===== config.mk =====
export PLATFORM = sky130hd
export DESIGN_NAME = phm_regbank
export DESIGN_NICKNAME = d
export VERILOG_FILES = /design/src/phm_pkg.sv /design/src/phm_regbank.sv /design/src/phm_sync.sv /design/src/phm_wr_merge.sv
export VERILOG_INCLUDE_DIRS = /design/src
export SDC_FILE = /design/constraint.sdc
export NUM_CORES = 1
export LEC_CHECK = 0
export ABC_CLOCK_PERIOD_IN_PS = 2200
export CORE_MARGIN = 8
export CORE_UTILIZATION = 59
export CTS_BUF_LIST = sky130_fd_sc_hd__clkbuf_4
export CTS_CLUSTER_DIAMETER = 100
export CTS_CLUSTER_SIZE = 28
export DETAILED_ROUTE_END_ITERATION = 12
export DONT_BUFFER_PORTS = 1
export GPL_TIMING_DRIVEN = 0
export PLACE_DENSITY = 0.76
export SLEW_MARGIN = 20
export SYNTH_ARGS = -nofsm -noshare
export SYNTH_HDL_FRONTEND = slang
export SYNTH_SLANG_ARGS = --single-unit

===== constraint.sdc =====
create_clock -name clk -period 2.2 [get_ports clk]
set_input_delay 0.44 -clock clk [delete_from_list [all_inputs] [get_ports clk]]
set_output_delay 0.44 -clock clk [all_outputs]
set_load 0.02 [all_outputs]

===== src/phm_regs.svh =====
// register offsets, field positions, masks and reset values
`ifndef PHM_REGS_SVH
`define PHM_REGS_SVH
`define PHM_A_CTRL    5'h00
`define PHM_A_XCTL    5'h10
`define PHM_A_XSTS    5'h11
`define PHM_A_GATE    5'h12
`define PHM_A_SCR     5'h13
`define PHM_A_ISTS    5'h14
`define PHM_A_IMSK    5'h15
`define PHM_UNMAPPED  16'hffff
`define PHM_CTRL_RW   16'hff80
`define PHM_CTRL_RST  16'h3000
`define PHM_CTRL_ISO  10
`define PHM_XCTL_RW   16'h0030
`define PHM_XCTL_CW   16'h07c0
`define PHM_XCTL_W0   16'h000f
`define PHM_XCTL_RST  16'h000f
`define PHM_UNLOCK    15
`define PHM_AD_LSB    6
`define PHM_GATE_RW   16'h00ff
`define PHM_GATE_CW   16'hff00
`define PHM_GATE_RST  16'h0000
`define PHM_LH_RST    4'h0
`define PHM_LL_RST    4'hf
`define PHM_IRQ_LH    0
`define PHM_IRQ_LL    1
`define PHM_IRQ_LOCK  2
`define PHM_IRQ_UNMAP 3
`endif


===== src/phm_pkg.sv =====
// shared types of the management register bank
package phm_pkg;
  typedef logic [15:0] phm_word_type;
  typedef logic [4:0]  phm_addr_type;
  typedef logic [3:0]  phm_irq_type;
endpackage


===== src/phm_regbank.sv =====
// management register bank with typed bit access
//
// Contract
// - read-only bits ignore every write
// - locked override bits ignore writes
// - unlock lets next write reach override bits
// - unlock self-clears after the next write
// - read/write bits store written value
// - write-zero-only bits never set by write
// - reset loads every defined default
// - strap pins sampled as reset defaults
// - no-default bits left unreset
// - sticky-high bit holds until read
// - sticky-high bit reloads level after read
// - sticky-low bit holds until read
// - sticky-low bit reloads level after read
// - second read gives present level
// - registers are sixteen bits wide
// - unmapped read gives ffff, write ignored
//
// Design decisions made here: the address-and-strobe port and the placing of the registers.
`include "phm_regs.svh"
`timescale 1ns/1ps
`default_nettype none
module phm_regbank import phm_pkg::*; (
  input  wire logic         clk,
  input  wire logic         rst,
  input  wire phm_addr_type addr,
  input  wire phm_word_type wr_data,
  input  wire logic         wr_stb,
  input  wire logic         rd_stb,
  output phm_word_type      rd_data,
  input  wire logic         mdc,
  input  wire logic [2:0]   evt_hi,
  input  wire logic [3:0]   evt_lo_n,
  input  wire logic         addr_strap_led_pin0,
  input  wire logic         addr_strap_led_pin1,
  input  wire logic         addr_strap_led_pin2,
  input  wire logic         addr_strap_led_pin3,
  input  wire logic         addr_strap_led_pin4,
  output phm_word_type      ctrl_word,
  output phm_word_type      gate_word,
  output logic [4:0]        phy_addr,
  output logic              irq
);

  function automatic logic mapped(input phm_addr_type a);
    mapped = (a == `PHM_A_CTRL) || (a == `PHM_A_XCTL)
          || (a == `PHM_A_XSTS) || (a == `PHM_A_GATE)
          || (a == `PHM_A_SCR)  || (a == `PHM_A_ISTS)
          || (a == `PHM_A_IMSK);
  endfunction

  // pin synchronisation
  logic [12:0]  pins_s;
  logic         mdc_s;
  logic [2:0]   evt_hi_s;
  logic [3:0]   evt_lo_n_s;
  logic [4:0]   strap_s;
  logic         mdc_d1_q;
  logic         mdc_rise;

  phm_sync #(.W(13)) u_sync (
    .clk (clk),
    .d   ({mdc, evt_hi, evt_lo_n, addr_strap_led_pin4,
           addr_strap_led_pin3, addr_strap_led_pin2,
           addr_strap_led_pin1, addr_strap_led_pin0}),
    .q   (pins_s)
  );

  assign mdc_s      = pins_s[12];
  assign evt_hi_s   = pins_s[11:9];
  assign evt_lo_n_s = pins_s[8:5];
  assign strap_s    = pins_s[4:0];
  assign mdc_rise   = mdc_s & ~mdc_d1_q;

  always_ff @(posedge clk) begin
    if (rst) begin
      mdc_d1_q <= 1'b0;
    end else begin
      mdc_d1_q <= mdc_s;
    end
  end

  // address decode
  phm_word_type ctrl_q;
  phm_word_type xctl_q;
  phm_word_type gate_q;
  phm_word_type scr_q;
  logic [3:0]   lh_q;
  logic [3:0]   ll_q;
  phm_irq_type  ists_q;
  phm_irq_type  imsk_q;
  phm_word_type rd_data_q;

  wire logic wr_ctrl  = wr_stb & (addr == `PHM_A_CTRL);
  wire logic wr_xctl  = wr_stb & (addr == `PHM_A_XCTL);
  wire logic wr_gate  = wr_stb & (addr == `PHM_A_GATE);
  wire logic wr_scr   = wr_stb & (addr == `PHM_A_SCR);
  wire logic wr_ists  = wr_stb & (addr == `PHM_A_ISTS);
  wire logic wr_imsk  = wr_stb & (addr == `PHM_A_IMSK);
  wire logic rd_xsts  = rd_stb & (addr == `PHM_A_XSTS);
  wire logic unmapped = (wr_stb | rd_stb) & ~mapped(addr);
  wire logic unlock   = xctl_q[`PHM_UNLOCK];

  // control register: upper bits r/w, low bits read-only zero
  phm_word_type ctrl_new;
  phm_word_type ctrl_rst;

  phm_wr_merge u_ctrl (
    .old_val (ctrl_q),
    .wr_val  (wr_data),
    .rw_mask (`PHM_CTRL_RW),
    .cw_mask (16'h0000),
    .w0_mask (16'h0000),
    .unlock  (1'b0),
    .new_val (ctrl_new)
  );

  // isolate defaults high when the strapped address is zero
  assign ctrl_rst = `PHM_CTRL_RST
                  | (phm_word_type'(strap_s == 5'h00) << `PHM_CTRL_ISO);

  always_ff @(posedge clk) begin
    if (rst) begin
      ctrl_q <= ctrl_rst;
    end else if (wr_ctrl) begin
      ctrl_q <= ctrl_new;
    end
  end

  // extended control: unlock, strapped address, w0 bits
  phm_word_type xctl_new;
  phm_word_type xctl_upd;
  logic         unlock_d;

  phm_wr_merge u_xctl (
    .old_val (xctl_q),
    .wr_val  (wr_data),
    .rw_mask (`PHM_XCTL_RW),
    .cw_mask (`PHM_XCTL_CW),
    .w0_mask (`PHM_XCTL_W0),
    .unlock  (unlock),
    .new_val (xctl_new)
  );

  assign xctl_upd = wr_xctl ? xctl_new : xctl_q;
  // one write per unlock, any address counts
  assign unlock_d = unlock ? ~wr_stb
                           : (wr_xctl & wr_data[`PHM_UNLOCK]);

  always_ff @(posedge clk) begin
    if (rst) begin
      xctl_q <= `PHM_XCTL_RST
              | (phm_word_type'(strap_s) << `PHM_AD_LSB);
    end else begin
      xctl_q <= {unlock_d, xctl_upd[14:0]};
    end
  end

  // gated configuration register
  phm_word_type gate_new;

  phm_wr_merge u_gate (
    .old_val (gate_q),
    .wr_val  (wr_data),
    .rw_mask (`PHM_GATE_RW),
    .cw_mask (`PHM_GATE_CW),
    .w0_mask (16'h0000),
    .unlock  (unlock),
    .new_val (gate_new)
  );

  always_ff @(posedge clk) begin
    if (rst) begin
      gate_q <= `PHM_GATE_RST;
    end else if (wr_gate) begin
      gate_q <= gate_new;
    end
  end

  // scratch word without a default
  always_ff @(posedge clk) begin
    if (wr_scr) begin
      scr_q <= wr_data;
    end
  end

  // sticky event bits
  logic [3:0] lh_sig;
  assign lh_sig = {evt_hi_s, mdc_rise};

  always_ff @(posedge clk) begin
    if (rst) begin
      lh_q <= `PHM_LH_RST;
      ll_q <= `PHM_LL_RST;
    end else begin
      lh_q <= rd_xsts ? lh_sig : (lh_q | lh_sig);
      ll_q <= rd_xsts ? evt_lo_n_s : (ll_q & evt_lo_n_s);
    end
  end

  // interrupt events, set wins over clear
  phm_irq_type ev;
  phm_irq_type clr;

  assign ev[`PHM_IRQ_LH]    = |(lh_sig & ~lh_q);
  assign ev[`PHM_IRQ_LL]    = |(~evt_lo_n_s & ll_q);
  assign ev[`PHM_IRQ_LOCK]  = ~unlock
    & ((wr_xctl & |((wr_data ^ xctl_q) & `PHM_XCTL_CW))
     | (wr_gate & |((wr_data ^ gate_q) & `PHM_GATE_CW)));
  assign ev[`PHM_IRQ_UNMAP] = unmapped;
  assign clr = wr_ists ? wr_data[3:0] : 4'h0;

  always_ff @(posedge clk) begin
    if (rst) begin
      ists_q <= 4'h0;
      imsk_q <= 4'h0;
    end else begin
      ists_q <= ev | (ists_q & ~clr);
      if (wr_imsk) begin
        imsk_q <= wr_data[3:0];
      end
    end
  end

  // read path
  phm_word_type rd_word;
  assign rd_word =
      (addr == `PHM_A_CTRL) ? ctrl_q
    : (addr == `PHM_A_XCTL) ? xctl_q
    : (addr == `PHM_A_XSTS) ? {lh_q, 8'h00, ll_q}
    : (addr == `PHM_A_GATE) ? gate_q
    : (addr == `PHM_A_SCR)  ? scr_q
    : (addr == `PHM_A_ISTS) ? {12'h000, ists_q}
    : (addr == `PHM_A_IMSK) ? {12'h000, imsk_q}
    : `PHM_UNMAPPED;

  always_ff @(posedge clk) begin
    if (rst) begin
      rd_data_q <= 16'h0000;
    end else begin
      rd_data_q <= rd_stb ? rd_word : 16'h0000;
    end
  end

  assign rd_data   = rd_data_q;
  assign ctrl_word = ctrl_q;
  assign gate_word = gate_q;
  assign phy_addr  = xctl_q[10:6];
  assign irq       = |(ists_q & imsk_q);
endmodule
`default_nettype wire


===== src/phm_sync.sv =====
// two-flop synchroniser for pins and the management clock
`timescale 1ns/1ps
`default_nettype none
module phm_sync #(
  parameter int W = 1
) (
  input  wire logic         clk,
  input  wire logic [W-1:0] d,
  output logic      [W-1:0] q
);
  logic [W-1:0] meta_q;

  // no reset: straps must be visible while reset is held
  always_ff @(posedge clk) begin
    meta_q <= d;
    q      <= meta_q;
  end
endmodule
`default_nettype wire


===== src/phm_wr_merge.sv =====
// per-bit write merge by access type
`timescale 1ns/1ps
`default_nettype none
module phm_wr_merge import phm_pkg::*; (
  input  wire phm_word_type old_val,
  input  wire phm_word_type wr_val,
  input  wire phm_word_type rw_mask,
  input  wire phm_word_type cw_mask,
  input  wire phm_word_type w0_mask,
  input  wire logic         unlock,
  output phm_word_type      new_val
);
  phm_word_type wmask;

  assign wmask   = rw_mask | (cw_mask & {16{unlock}});
  assign new_val = (old_val & ~wmask & ~w0_mask)
                 | (wr_val & wmask)
                 | (old_val & wr_val & w0_mask);
endmodule
`default_nettype wire


======== Word level (Yosys, flattened, before mapping) ========
Cells that the tools add are included.
storage, ports and cells
  flip-flop bits (word level) ............. 123
  input bits .............................. 38
  output and inout bits ................... 54
  logic and storage cells ................. 95
operators by class
  equality and inequality tests ........... 6
  muxes and demuxes ....................... 15
  bitwise gates (word level) .............. 43
  reduce and logical (&&, ||, !) cells .... 16
operators by type and width
  cell                                             count
  16-bit 2-to-1 mux                                7
  11-bit 2-to-1 mux                                4
  16-bit bitwise AND                               2
  5-bit equality test, second input constant       6
  4-bit bitwise AND                                6
  16-bit inverter                                  1
  16-bit OR                                        1
  7-bit by 16-bit OR with 16-bit output            1
  16-bit bitwise XOR                               1
  15-bit by 11-bit bitwise AND with 15-bit output  1
  15-bit bitwise AND                               1
  11-bit inverter with 15-bit output               1
  15-bit OR                                        1
  15-bit by 4-bit OR with 15-bit output            1
  1-bit bitwise AND                                13
  4-bit 2-to-1 mux                                 3
  4-bit inverter                                   3
  4-bit OR reduction                               3
  11-bit bitwise XOR                               1
  5-bit logical NOT                                2
  4-bit OR                                         2
  8-bit OR reduction                               1
  1-bit logical OR                                 6
  1-bit inverter                                   5
  other kinds (5)                                  7

======== Depth between registers and ports, before layout ========
Gate-level depths: netlist of run 1.
  word-level depth ........................ 10
  mapped depth ............................ 6
  gate-level depth less buffers ........... 4

======== Modules after synthesis ========
Synthesis of run 1 repeated with hierarchy kept, for this count alone.
second synthesis, totals
  cell total of the unflattened synthesis .. 684
  area, all modules ....................... 6522.5 um^2
by module, submodules not included
  module        times used  cells each  area each (um^2)  seq. area each (um^2)
  phm_regbank   1           457         4305.4            2162.1
  phm_wr_merge  3           67          565.5             0.0
  phm_sync      1           26          520.5             520.5

======== Worst setup path before layout of run 1 ========
Ideal clock, no wire load.
  path kind ............................... input port to flip-flop
  start point ............................. input addr[0]
  end point ............................... register scr_q[0], enable pin
  setup time .............................. 0.388 ns
  arrival time ............................ 1.687 ns
  data required time ...................... 1.812 ns
  path slack .............................. 0.124 ns
  cell stages on the path ................. 4
  path buffers ............................ 2
  cell sequence ........................... buf_2 -> buf_2 -> nand2_1 -> nor2_1
on the way
  cells in the longest elaborated chain, start to end .. 2
RTL lines
  item                           line                source
  start: declaration             phm_regbank.sv:28   input wire phm_addr_type addr,
  5-bit equality test (no line)  -
  1-bit bitwise AND              phm_regbank.sv:99   wire logic wr_scr = wr_stb & (addr == `PHM_A_SCR);
  net wr_scr                     phm_regbank.sv:99
  end signal: assignment         phm_regbank.sv:185  scr_q <= wr_data;
  end: declaration               phm_regbank.sv:89   phm_word_type scr_q;
The timed path passes the listed nets, and every way through them passes these cells.
A chain may end at the register's enable or synchronous reset.

======== Worst setup path in the final report of run 1 ========
  start point ............................. register xctl_q[15]
  end point ............................... register gate_q[15], in the netlist gate_word[15]
on the way
  cells in the longest elaborated chain, start to end .. 3
  elaborated cells on any way between the ends .. 4
  those cells by class .................... bitwise (4)
RTL lines
  item                      line                source
  start: declaration        phm_regbank.sv:87   phm_word_type xctl_q;
  start signal: assignment  phm_regbank.sv:154  xctl_q <= `PHM_XCTL_RST
  start signal: assignment  phm_regbank.sv:157  xctl_q <= {unlock_d, xctl_upd[14:0]};
  16-bit inverter           phm_wr_merge.sv:16  assign new_val = (old_val & ~wmask & ~w0_mask)
  16-bit bitwise AND        phm_wr_merge.sv:16
  16-bit OR *               phm_wr_merge.sv:17  | (wr_val & wmask)
  end signal: assignment    phm_regbank.sv:176  gate_q <= `PHM_GATE_RST;
  end signal: assignment    phm_regbank.sv:178  gate_q <= gate_new;
  end: declaration          phm_regbank.sv:88   phm_word_type gate_q;
Mark *: on every way between the ends. The rest lies on a longest branch, timed or not.

==> impl_metrics.env, run 1 <==
export IMPL_vias_per_cell=5.93
export IMPL_cts_tree="done"
export IMPL_synth_cells=444
export IMPL_synth_top_area_share_pct=39.7
export IMPL_synthArstFlopShare_pct=0
export IMPL_rsz0062_at_grt="no"
export IMPL_rrSetupSlack_ns=0.32
export IMPL_post_route_period_util_pct=85.6
export IMPL_worstPathMaxFanout=10
export IMPL_initialDrtViolationCount=278
export IMPL_core_area_um2=7610
export IMPL_holdPathStages=0
export IMPL_status="finished, final reports clean"
export IMPL_syn_area_per_cell_um2=10.2
export IMPL_mostFrequentLayoutCell="dfxtp_1"
export IMPL_clk_latency_ns=0.46
export IMPL_max_vdd_ir_drop_uv=542
export IMPL_grt_pass1_vias=3447
export IMPL_fmax_ghz=0.531
export IMPL_final_area_um2=4950
export IMPL_finalNetCount=513
export IMPL_start_util_pct=59.6
export IMPL_skew_ns=0.0153
export IMPL_pwr_share_comb_pct=8.4
export IMPL_relSlewSlack_pct=57.4
export IMPL_cts_root_buf="clkbuf_4"
export IMPL_synth_area_um2=4540
export IMPL_yosys_warnings=0
export IMPL_track_usage_pct=21.6
export IMPL_p_leak_uw=0.00185
export IMPL_ant_nets=0
export IMPL_layout_cells_non_filler=582
export IMPL_synth_distinct_cells=51
export IMPL_synth_simple_area_share_pct=16.9
export IMPL_gp_congestion=0.885
export IMPL_cp_required_ns=2.54
export IMPL_worstPathArrival_ns=2.23
export IMPL_synth_top_family_by_area="simple AND/OR/NAND/NOR gates"
export IMPL_cts_sinks=112
export IMPL_min_to="scr_q[5]$_DFFE_PP_"
export IMPL_synthMuxAreaShare_pct=8.69
export IMPL_htreeDepth=3
export IMPL_grt_pass1_wl_um=18600
export IMPL_p_sw_uw=933
export IMPL_synth_seq_cells=112
export IMPL_hold_path_class="input pin to register"
export IMPL_synthXorXnorAreaFrac_pct=2.51
export IMPL_fillers=632
export IMPL_drv_slew=0
export IMPL_antenna_found_initial=0
export IMPL_setup_tns_ns=0
export IMPL_pwr_share_seq_pct=64.4
export IMPL_synth_compound_area_share_pct=12.5
export IMPL_r2r_end="gate_word[15]$_SDFFE_PP0P_"
export IMPL_layout_common_cells="90 x dfxtp_1, 43 x nor2_1, 40 x nand2_1, 36 x mux2i_1, 27 x a21oi_1"
export IMPL_dieWidth_um=104
export IMPL_hpwl_um=8570
export IMPL_rows=32
export IMPL_hold_slack_ns=0.0591
export IMPL_min_period_ns=1.88
export IMPL_p_total_uw=3470
export IMPL_clkSlewWorstSetupHoldPaths_ns=0.17
export IMPL_diodes=0
export IMPL_synthToLayoutAreaGrowth_pct=9.13
export IMPL_synthTopCellsByArea="dfxtp_1 40%, edfxtp_1 15%, mux2i_1 7.9%, nor2_1 3.6%, nand2_1 3.3%"
export IMPL_crit_path_end_kind="register"
export IMPL_hold_viol=0
export IMPL_clockBufferDepth=2
export IMPL_cpMaxStageDelayCell="buf_1"
export IMPL_grt_max_degree=20
export IMPL_p_int_uw=2540
export IMPL_dp_cells=553
export IMPL_reg2reg_depth=5
export IMPL_grt_overflow=0
export IMPL_crit_chain="buf_1, nand2_1, nor3_4, mux2i_1, nor2_1"
export IMPL_path_class="register to register"
export IMPL_ys_seq_area_share_pct=54.3
export IMPL_vias=3451
export IMPL_die_h_um=104
export IMPL_synth_largest_area_cell="dfxtp_1"
export IMPL_drive_gt1_share_pct=10.2
export IMPL_cts_setup_buffers=0
export IMPL_cp_start_kind="register"
export IMPL_numCtsBuffers=9
export IMPL_maxCapViolations=0
export IMPL_switching_share_pct=26.9
export IMPL_synth_edf_count=22
export IMPL_synth_adder_area_share_pct=0
export IMPL_placed_area_um2=4700
export IMPL_setup_viol=0
export IMPL_synthFlopType="dfxtp_1"
export IMPL_wirelength_um=11700
export IMPL_clkPwrFrac_pct=27.2
export IMPL_route_detailed_drc=0
export IMPL_io_pin_count=92
export IMPL_die_area_um2=10700
export IMPL_dr_pass1_iters=4
export IMPL_placement_io_buffers=0
export IMPL_max_stage_delay_ns=0.45
export IMPL_tightest_slew_ns=0.636
export IMPL_pwr_density_cell_nw_per_um2=702
export IMPL_post_drt_wl_per_cell_um=20.1
export IMPL_hold_path_startpoint="wr_data[5]"
export IMPL_rr_startpoint="xctl_q[15]$_SDFF_PP0_"
registers in the layout, summed over array words and instances, names as in the netlist:
signal         flops
lh_q               4
gate_word         16
ctrl_word          9
scr_q             16
u_sync.meta_q     13
u_sync.q          13
ll_q               4
mdc_d1_q           1
imsk_q             4
xctl_q            12
ists_q             4
rd_data           16
layer usage:
| metal | vias up | GRT usage, % | wire, µm |
|---|---|---|---|
| met2 | 154 | 36.0 | 5690 |
| met1 | 1666 | 25.9 | 4810 |
| met4 | 0 | 7.03 | 214 |
| met5 | - | 0 | 0 |
| met3 | 22 | 6.63 | 1010 |
| li1 | 1609 | - | - |
area by class of cell:
class / instances / area [µm²] / area share [%]
sequential: 112 / 2460 / 49.7
multi-input combinational: 293 / 1870 / 37.7
tap: 102 / 128 / 2.58
inverter: 9 / 33.8 / 0.683
timing repair buffer: 14 / 141 / 2.86
buffer: 36 / 196 / 3.97
clock inverter: 7 / 52.6 / 1.06
clock buffer: 9 / 67.6 / 1.37
worst max-delay path, delay by kind of cell (launching register included):
| family | cells | cell delay [ns] |
|---|---|---|
| buffers and inverters | 1 | 0.45 |
| DFF | 1 | 0.34 |
| muxes | 1 | 0.27 |
| and+or+nand+nor | 3 | 0.70 |
worst max path at each step:
stage | start | end | slack, ns | depth (start not counted)
after floorplan | addr[0] | scr_q[0]$_DFFE_PP_ | 0.12 | 4
after detailed placement | addr[0] | xctl_q[10]$_DFFE_PP_ | -0.1 | 5
after global routing | xctl_q[15]$_SDFF_PP0_ | gate_word[15]$_SDFFE_PP0P_ | 0.20 | 5
after CTS | xctl_q[15]$_SDFF_PP0_ | gate_word[8]$_SDFFE_PP0P_ | 0.35 | 5
after global placement | addr[4] | scr_q[15]$_DFFE_PP_ | -0.46 | 3
final | xctl_q[15]$_SDFF_PP0_ | gate_word[15]$_SDFFE_PP0P_ | 0.32 | 5
cell families after synthesis:
kind of cell / Yosys count
AO/OA/AOI/OAI: 85
XOR/XNOR: 13
multiplexers: 39
flip-flops: 112
buffers and inverters: 45
AND/OR/NAND/NOR: 149
other: 1
cell usage after synthesis, drive strengths merged (5+ instances only):
| cell type | n |
|---|---|
| buf | 21 |
| nor2 | 45 |
| a22oi | 6 |
| nand2b | 17 |
| nand3b | 5 |
| nand2 | 40 |
| edfxtp | 22 |
| o22ai | 5 |
| a21oi | 27 |
| nand3 | 10 |
| mux2i | 36 |
| o21ai | 17 |
| o31ai | 5 |
| clkbuf | 15 |
| xnor2 | 11 |
| a2111oi | 6 |
| a211o | 7 |
| nor3 | 10 |
| dfxtp | 90 |
| nor2b | 5 |
| inv | 9 |
power by group through the flow:
stage               sequential, µW  clock [µW]  combinational [µW]
CTS                           2240         958                 287
detailed placement            2280           0                 268
floorplan                     2270           0                 214
finish                        2240         944                 291
global placement              2280           0                 263
global route                  2250        1030                 316
per-stage QoR:
stage / util, % / worst slack, ns
CTS: 65.1 / 0.348
floorplan: - / 0.124
detailed placement: 61.8 / -0.0963
finish: 65.1 / 0.317
global route: 65.1 / 0.200
global placement: 61.6 / -0.462
repair_timing:
| item | in CTS | in global routing |
|---|---|---|
| endpoints found under the hold margin | 13 | 0 |
| hold buffers | 13 | 0 |
| resized for setup | 0 | 0 |
Power figures use the tool's default switching activity.
==> run 2, diff against run 1 <==
--- a/config.mk
+++ b/config.mk
@@ -6,16 +6,16 @@
 export SDC_FILE = /design/constraint.sdc
 export NUM_CORES = 1
 export LEC_CHECK = 0
-export ABC_CLOCK_PERIOD_IN_PS = 2200
+export ABC_CLOCK_PERIOD_IN_PS = 2210
 export CORE_MARGIN = 8
-export CORE_UTILIZATION = 59
+export CORE_UTILIZATION = 60
 export CTS_BUF_LIST = sky130_fd_sc_hd__clkbuf_4
 export CTS_CLUSTER_DIAMETER = 100
 export CTS_CLUSTER_SIZE = 28
 export DETAILED_ROUTE_END_ITERATION = 12
 export DONT_BUFFER_PORTS = 1
 export GPL_TIMING_DRIVEN = 0
-export PLACE_DENSITY = 0.76
+export PLACE_DENSITY = 0.74
 export SLEW_MARGIN = 20
 export SYNTH_ARGS = -nofsm -noshare
 export SYNTH_HDL_FRONTEND = slang
==> constraint.sdc (replaced) <==
create_clock -name clk -period 2.21 [get_ports clk]
set_input_delay 0.442 -clock clk [delete_from_list [all_inputs] [get_ports clk]]
set_output_delay 0.442 -clock clk [all_outputs]
set_load 0.02 [all_outputs]
==> impl_metrics.env, run 2 (same netlist as run 1, synthesis figures left out) <==
export IMPL_htreeDepth=3
export IMPL_max_vdd_ir_drop_uv=483
export IMPL_hold_path_class="input pin to register"
export IMPL_worstPathMaxFanout=10
export IMPL_cts_sinks=112
export IMPL_status="finished, final reports clean"
export IMPL_cts_setup_buffers=0
export IMPL_p_int_uw=2650
export IMPL_clockBufferDepth=2
export IMPL_route_detailed_drc=0
export IMPL_final_area_um2=4970
export IMPL_pwr_share_seq_pct=62.1
export IMPL_io_pin_count=92
export IMPL_max_stage_delay_ns=0.54
export IMPL_relSlewSlack_pct=38.3
export IMPL_gp_congestion=0.873
export IMPL_wirelength_um=11800
export IMPL_post_drt_wl_per_cell_um=20.4
export IMPL_core_area_um2=7290
export IMPL_worstPathArrival_ns=2.07
export IMPL_die_area_um2=10600
export IMPL_placement_io_buffers=0
export IMPL_grt_overflow=0
export IMPL_worst_slack_ns=0.306
export IMPL_cp_start_kind="input pin"
export IMPL_vias_per_cell=6.02
export IMPL_min_period_ns=1.90
export IMPL_rsz0062_at_grt="no"
export IMPL_numCtsBuffers=9
export IMPL_clkPwrFrac_pct=29.9
export IMPL_maxCapViolations=0
export IMPL_cp_required_ns=2.38
export IMPL_dr_pass1_iters=5
export IMPL_dp_cells=549
export IMPL_grt_max_degree=21
export IMPL_p_sw_uw=937
export IMPL_clk_latency_ns=0.46
export IMPL_layout_cells_non_filler=578
export IMPL_path_class="input pin to register"
export IMPL_finalNetCount=512
export IMPL_dieWidth_um=103
export IMPL_cts_root_buf="clkbuf_4"
export IMPL_post_route_period_util_pct=86.2
export IMPL_hold_viol=0
export IMPL_hpwl_um=8410
export IMPL_layout_common_cells="90 x dfxtp_1, 43 x nor2_1, 40 x nand2_1, 36 x mux2i_1, 27 x a21oi_1"
export IMPL_track_usage_pct=22.7
export IMPL_tightest_slew_ns=0.924
export IMPL_p_leak_uw=0.00186
export IMPL_vias=3481
export IMPL_multiInputGateArea_um2=1870
export IMPL_crit_path_end_kind="register"
export IMPL_diodes=0
export IMPL_die_h_um=103
export IMPL_critical_path_buf_inv_count=2
export IMPL_antenna_found_initial=1
export IMPL_dp_slack_ns=-0.168
export IMPL_cpMaxStageDelayCell="nor4_4"
export IMPL_synthToLayoutAreaGrowth_pct=9.52
export IMPL_clkSlewWorstSetupHoldPaths_ns=0.17
export IMPL_mostFrequentLayoutCell="dfxtp_1"
export IMPL_setup_viol=0
export IMPL_setup_tns_ns=0
export IMPL_pwr_share_comb_pct=8.1
export IMPL_fmax_ghz=0.525
export IMPL_rows=31
export IMPL_cts_resized=0
export IMPL_ant_nets=0
export IMPL_start_util_pct=62.2
export IMPL_grt_pass1_wl_um=18100
export IMPL_pwr_density_cell_nw_per_um2=722
export IMPL_fillers=594
export IMPL_crit_chain="buf_2, nor4_4, nand3_1, clkbuf_1, nand2b_1"
export IMPL_drv_slew=0
export IMPL_grt_pass1_vias=3366
export IMPL_initialDrtViolationCount=274
export IMPL_cp_top_family="simple AND/OR/NAND/NOR gates"
export IMPL_cts_tree="done"
export IMPL_placed_area_um2=4680
export IMPL_drive_gt1_share_pct=10.2
export IMPL_switching_share_pct=26.1
export IMPL_skew_ns=0.0174
export IMPL_layout_area_seq_um2=2460
-- run 2: cell types whose count changed in the layout (fill, tap and decap cells not counted), sizes merged --
| cell | change |
|---|---|
| buf | -1 |
| bufinv | +1 |
| clkinv | -1 |
-- run 2: cell type report --
class / instances / area share (%)
sequential: 112 / 49.6
multi-input combinational: 293 / 37.6
buffer: 36 / 3.95
timing repair buffer: 13 / 2.62
tap: 99 / 2.49
clock inverter: 7 / 1.71
clock buffer: 9 / 1.36
inverter: 9 / 0.680
-- run 2: what timing repair did --
item,CTS,global route
endpoints found under the hold margin,13,0
hold buffers,13,0
endpoints found under the setup margin,0,0
-- run 2: worst paths after layout --
path / start / endpoint / slack [ns] / depth (start not counted)
worst max register to register: xctl_q[15]$_SDFF_PP0_ / gate_word[10]$_SDFFE_PP0P_ / 0.31 / 5
worst max-delay path: addr[0] / xctl_q[10]$_DFFE_PP_ / 0.31 / 5
worst min register to register: u_sync.meta_q[11]$_DFF_P_ / u_sync.q[11]$_DFF_P_ / 0.32 / 0
worst min-delay path: wr_data[15] / scr_q[15]$_DFFE_PP_ / 0.06 / 0
-- run 2: per-stage QoR --
| stage | total power [µW] | hold WS, ns | util [%] |
|---|---|---|---|
| after floorplan | 2470 | 0.310 | - |
| final | 3590 | 0.0583 | 68.1 |
| after detailed placement | 2540 | 0.313 | 64.2 |
| after global routing | 3710 | 0.0322 | 68.1 |
| after CTS | 3590 | 0.0485 | 68.1 |
| after global placement | 2530 | 0.311 | 64.2 |
-- run 2: worst register-to-register path, cell delays in order (launching register included) --
cell and delay (ns):
dfxtp_1 0.35, buf_1 0.47, nand2_1 0.21, nor3_4 0.47
mux2i_1 0.25, nor2_1 0.06
-- run 2: power groups by stage --
stage                     clock network, µW  logic, µW  registers [µW]
final                                  1070        290            2230
after global routing                   1160        315            2240
after detailed placement                  0        266            2270
after CTS                              1080        287            2230
after global placement                    0        262            2270
after floorplan                           0        213            2260
-- run 2: metal layers --
layer | vias up | GRT usage (%) | routed length, µm
li1 | 1605 | - | -
met1 | 1651 | 27.8 | 4650
met2 | 193 | 36.0 | 5500
met3 | 30 | 7.02 | 1310
met4 | 2 | 9.57 | 288
met5 | - | 0 | 13
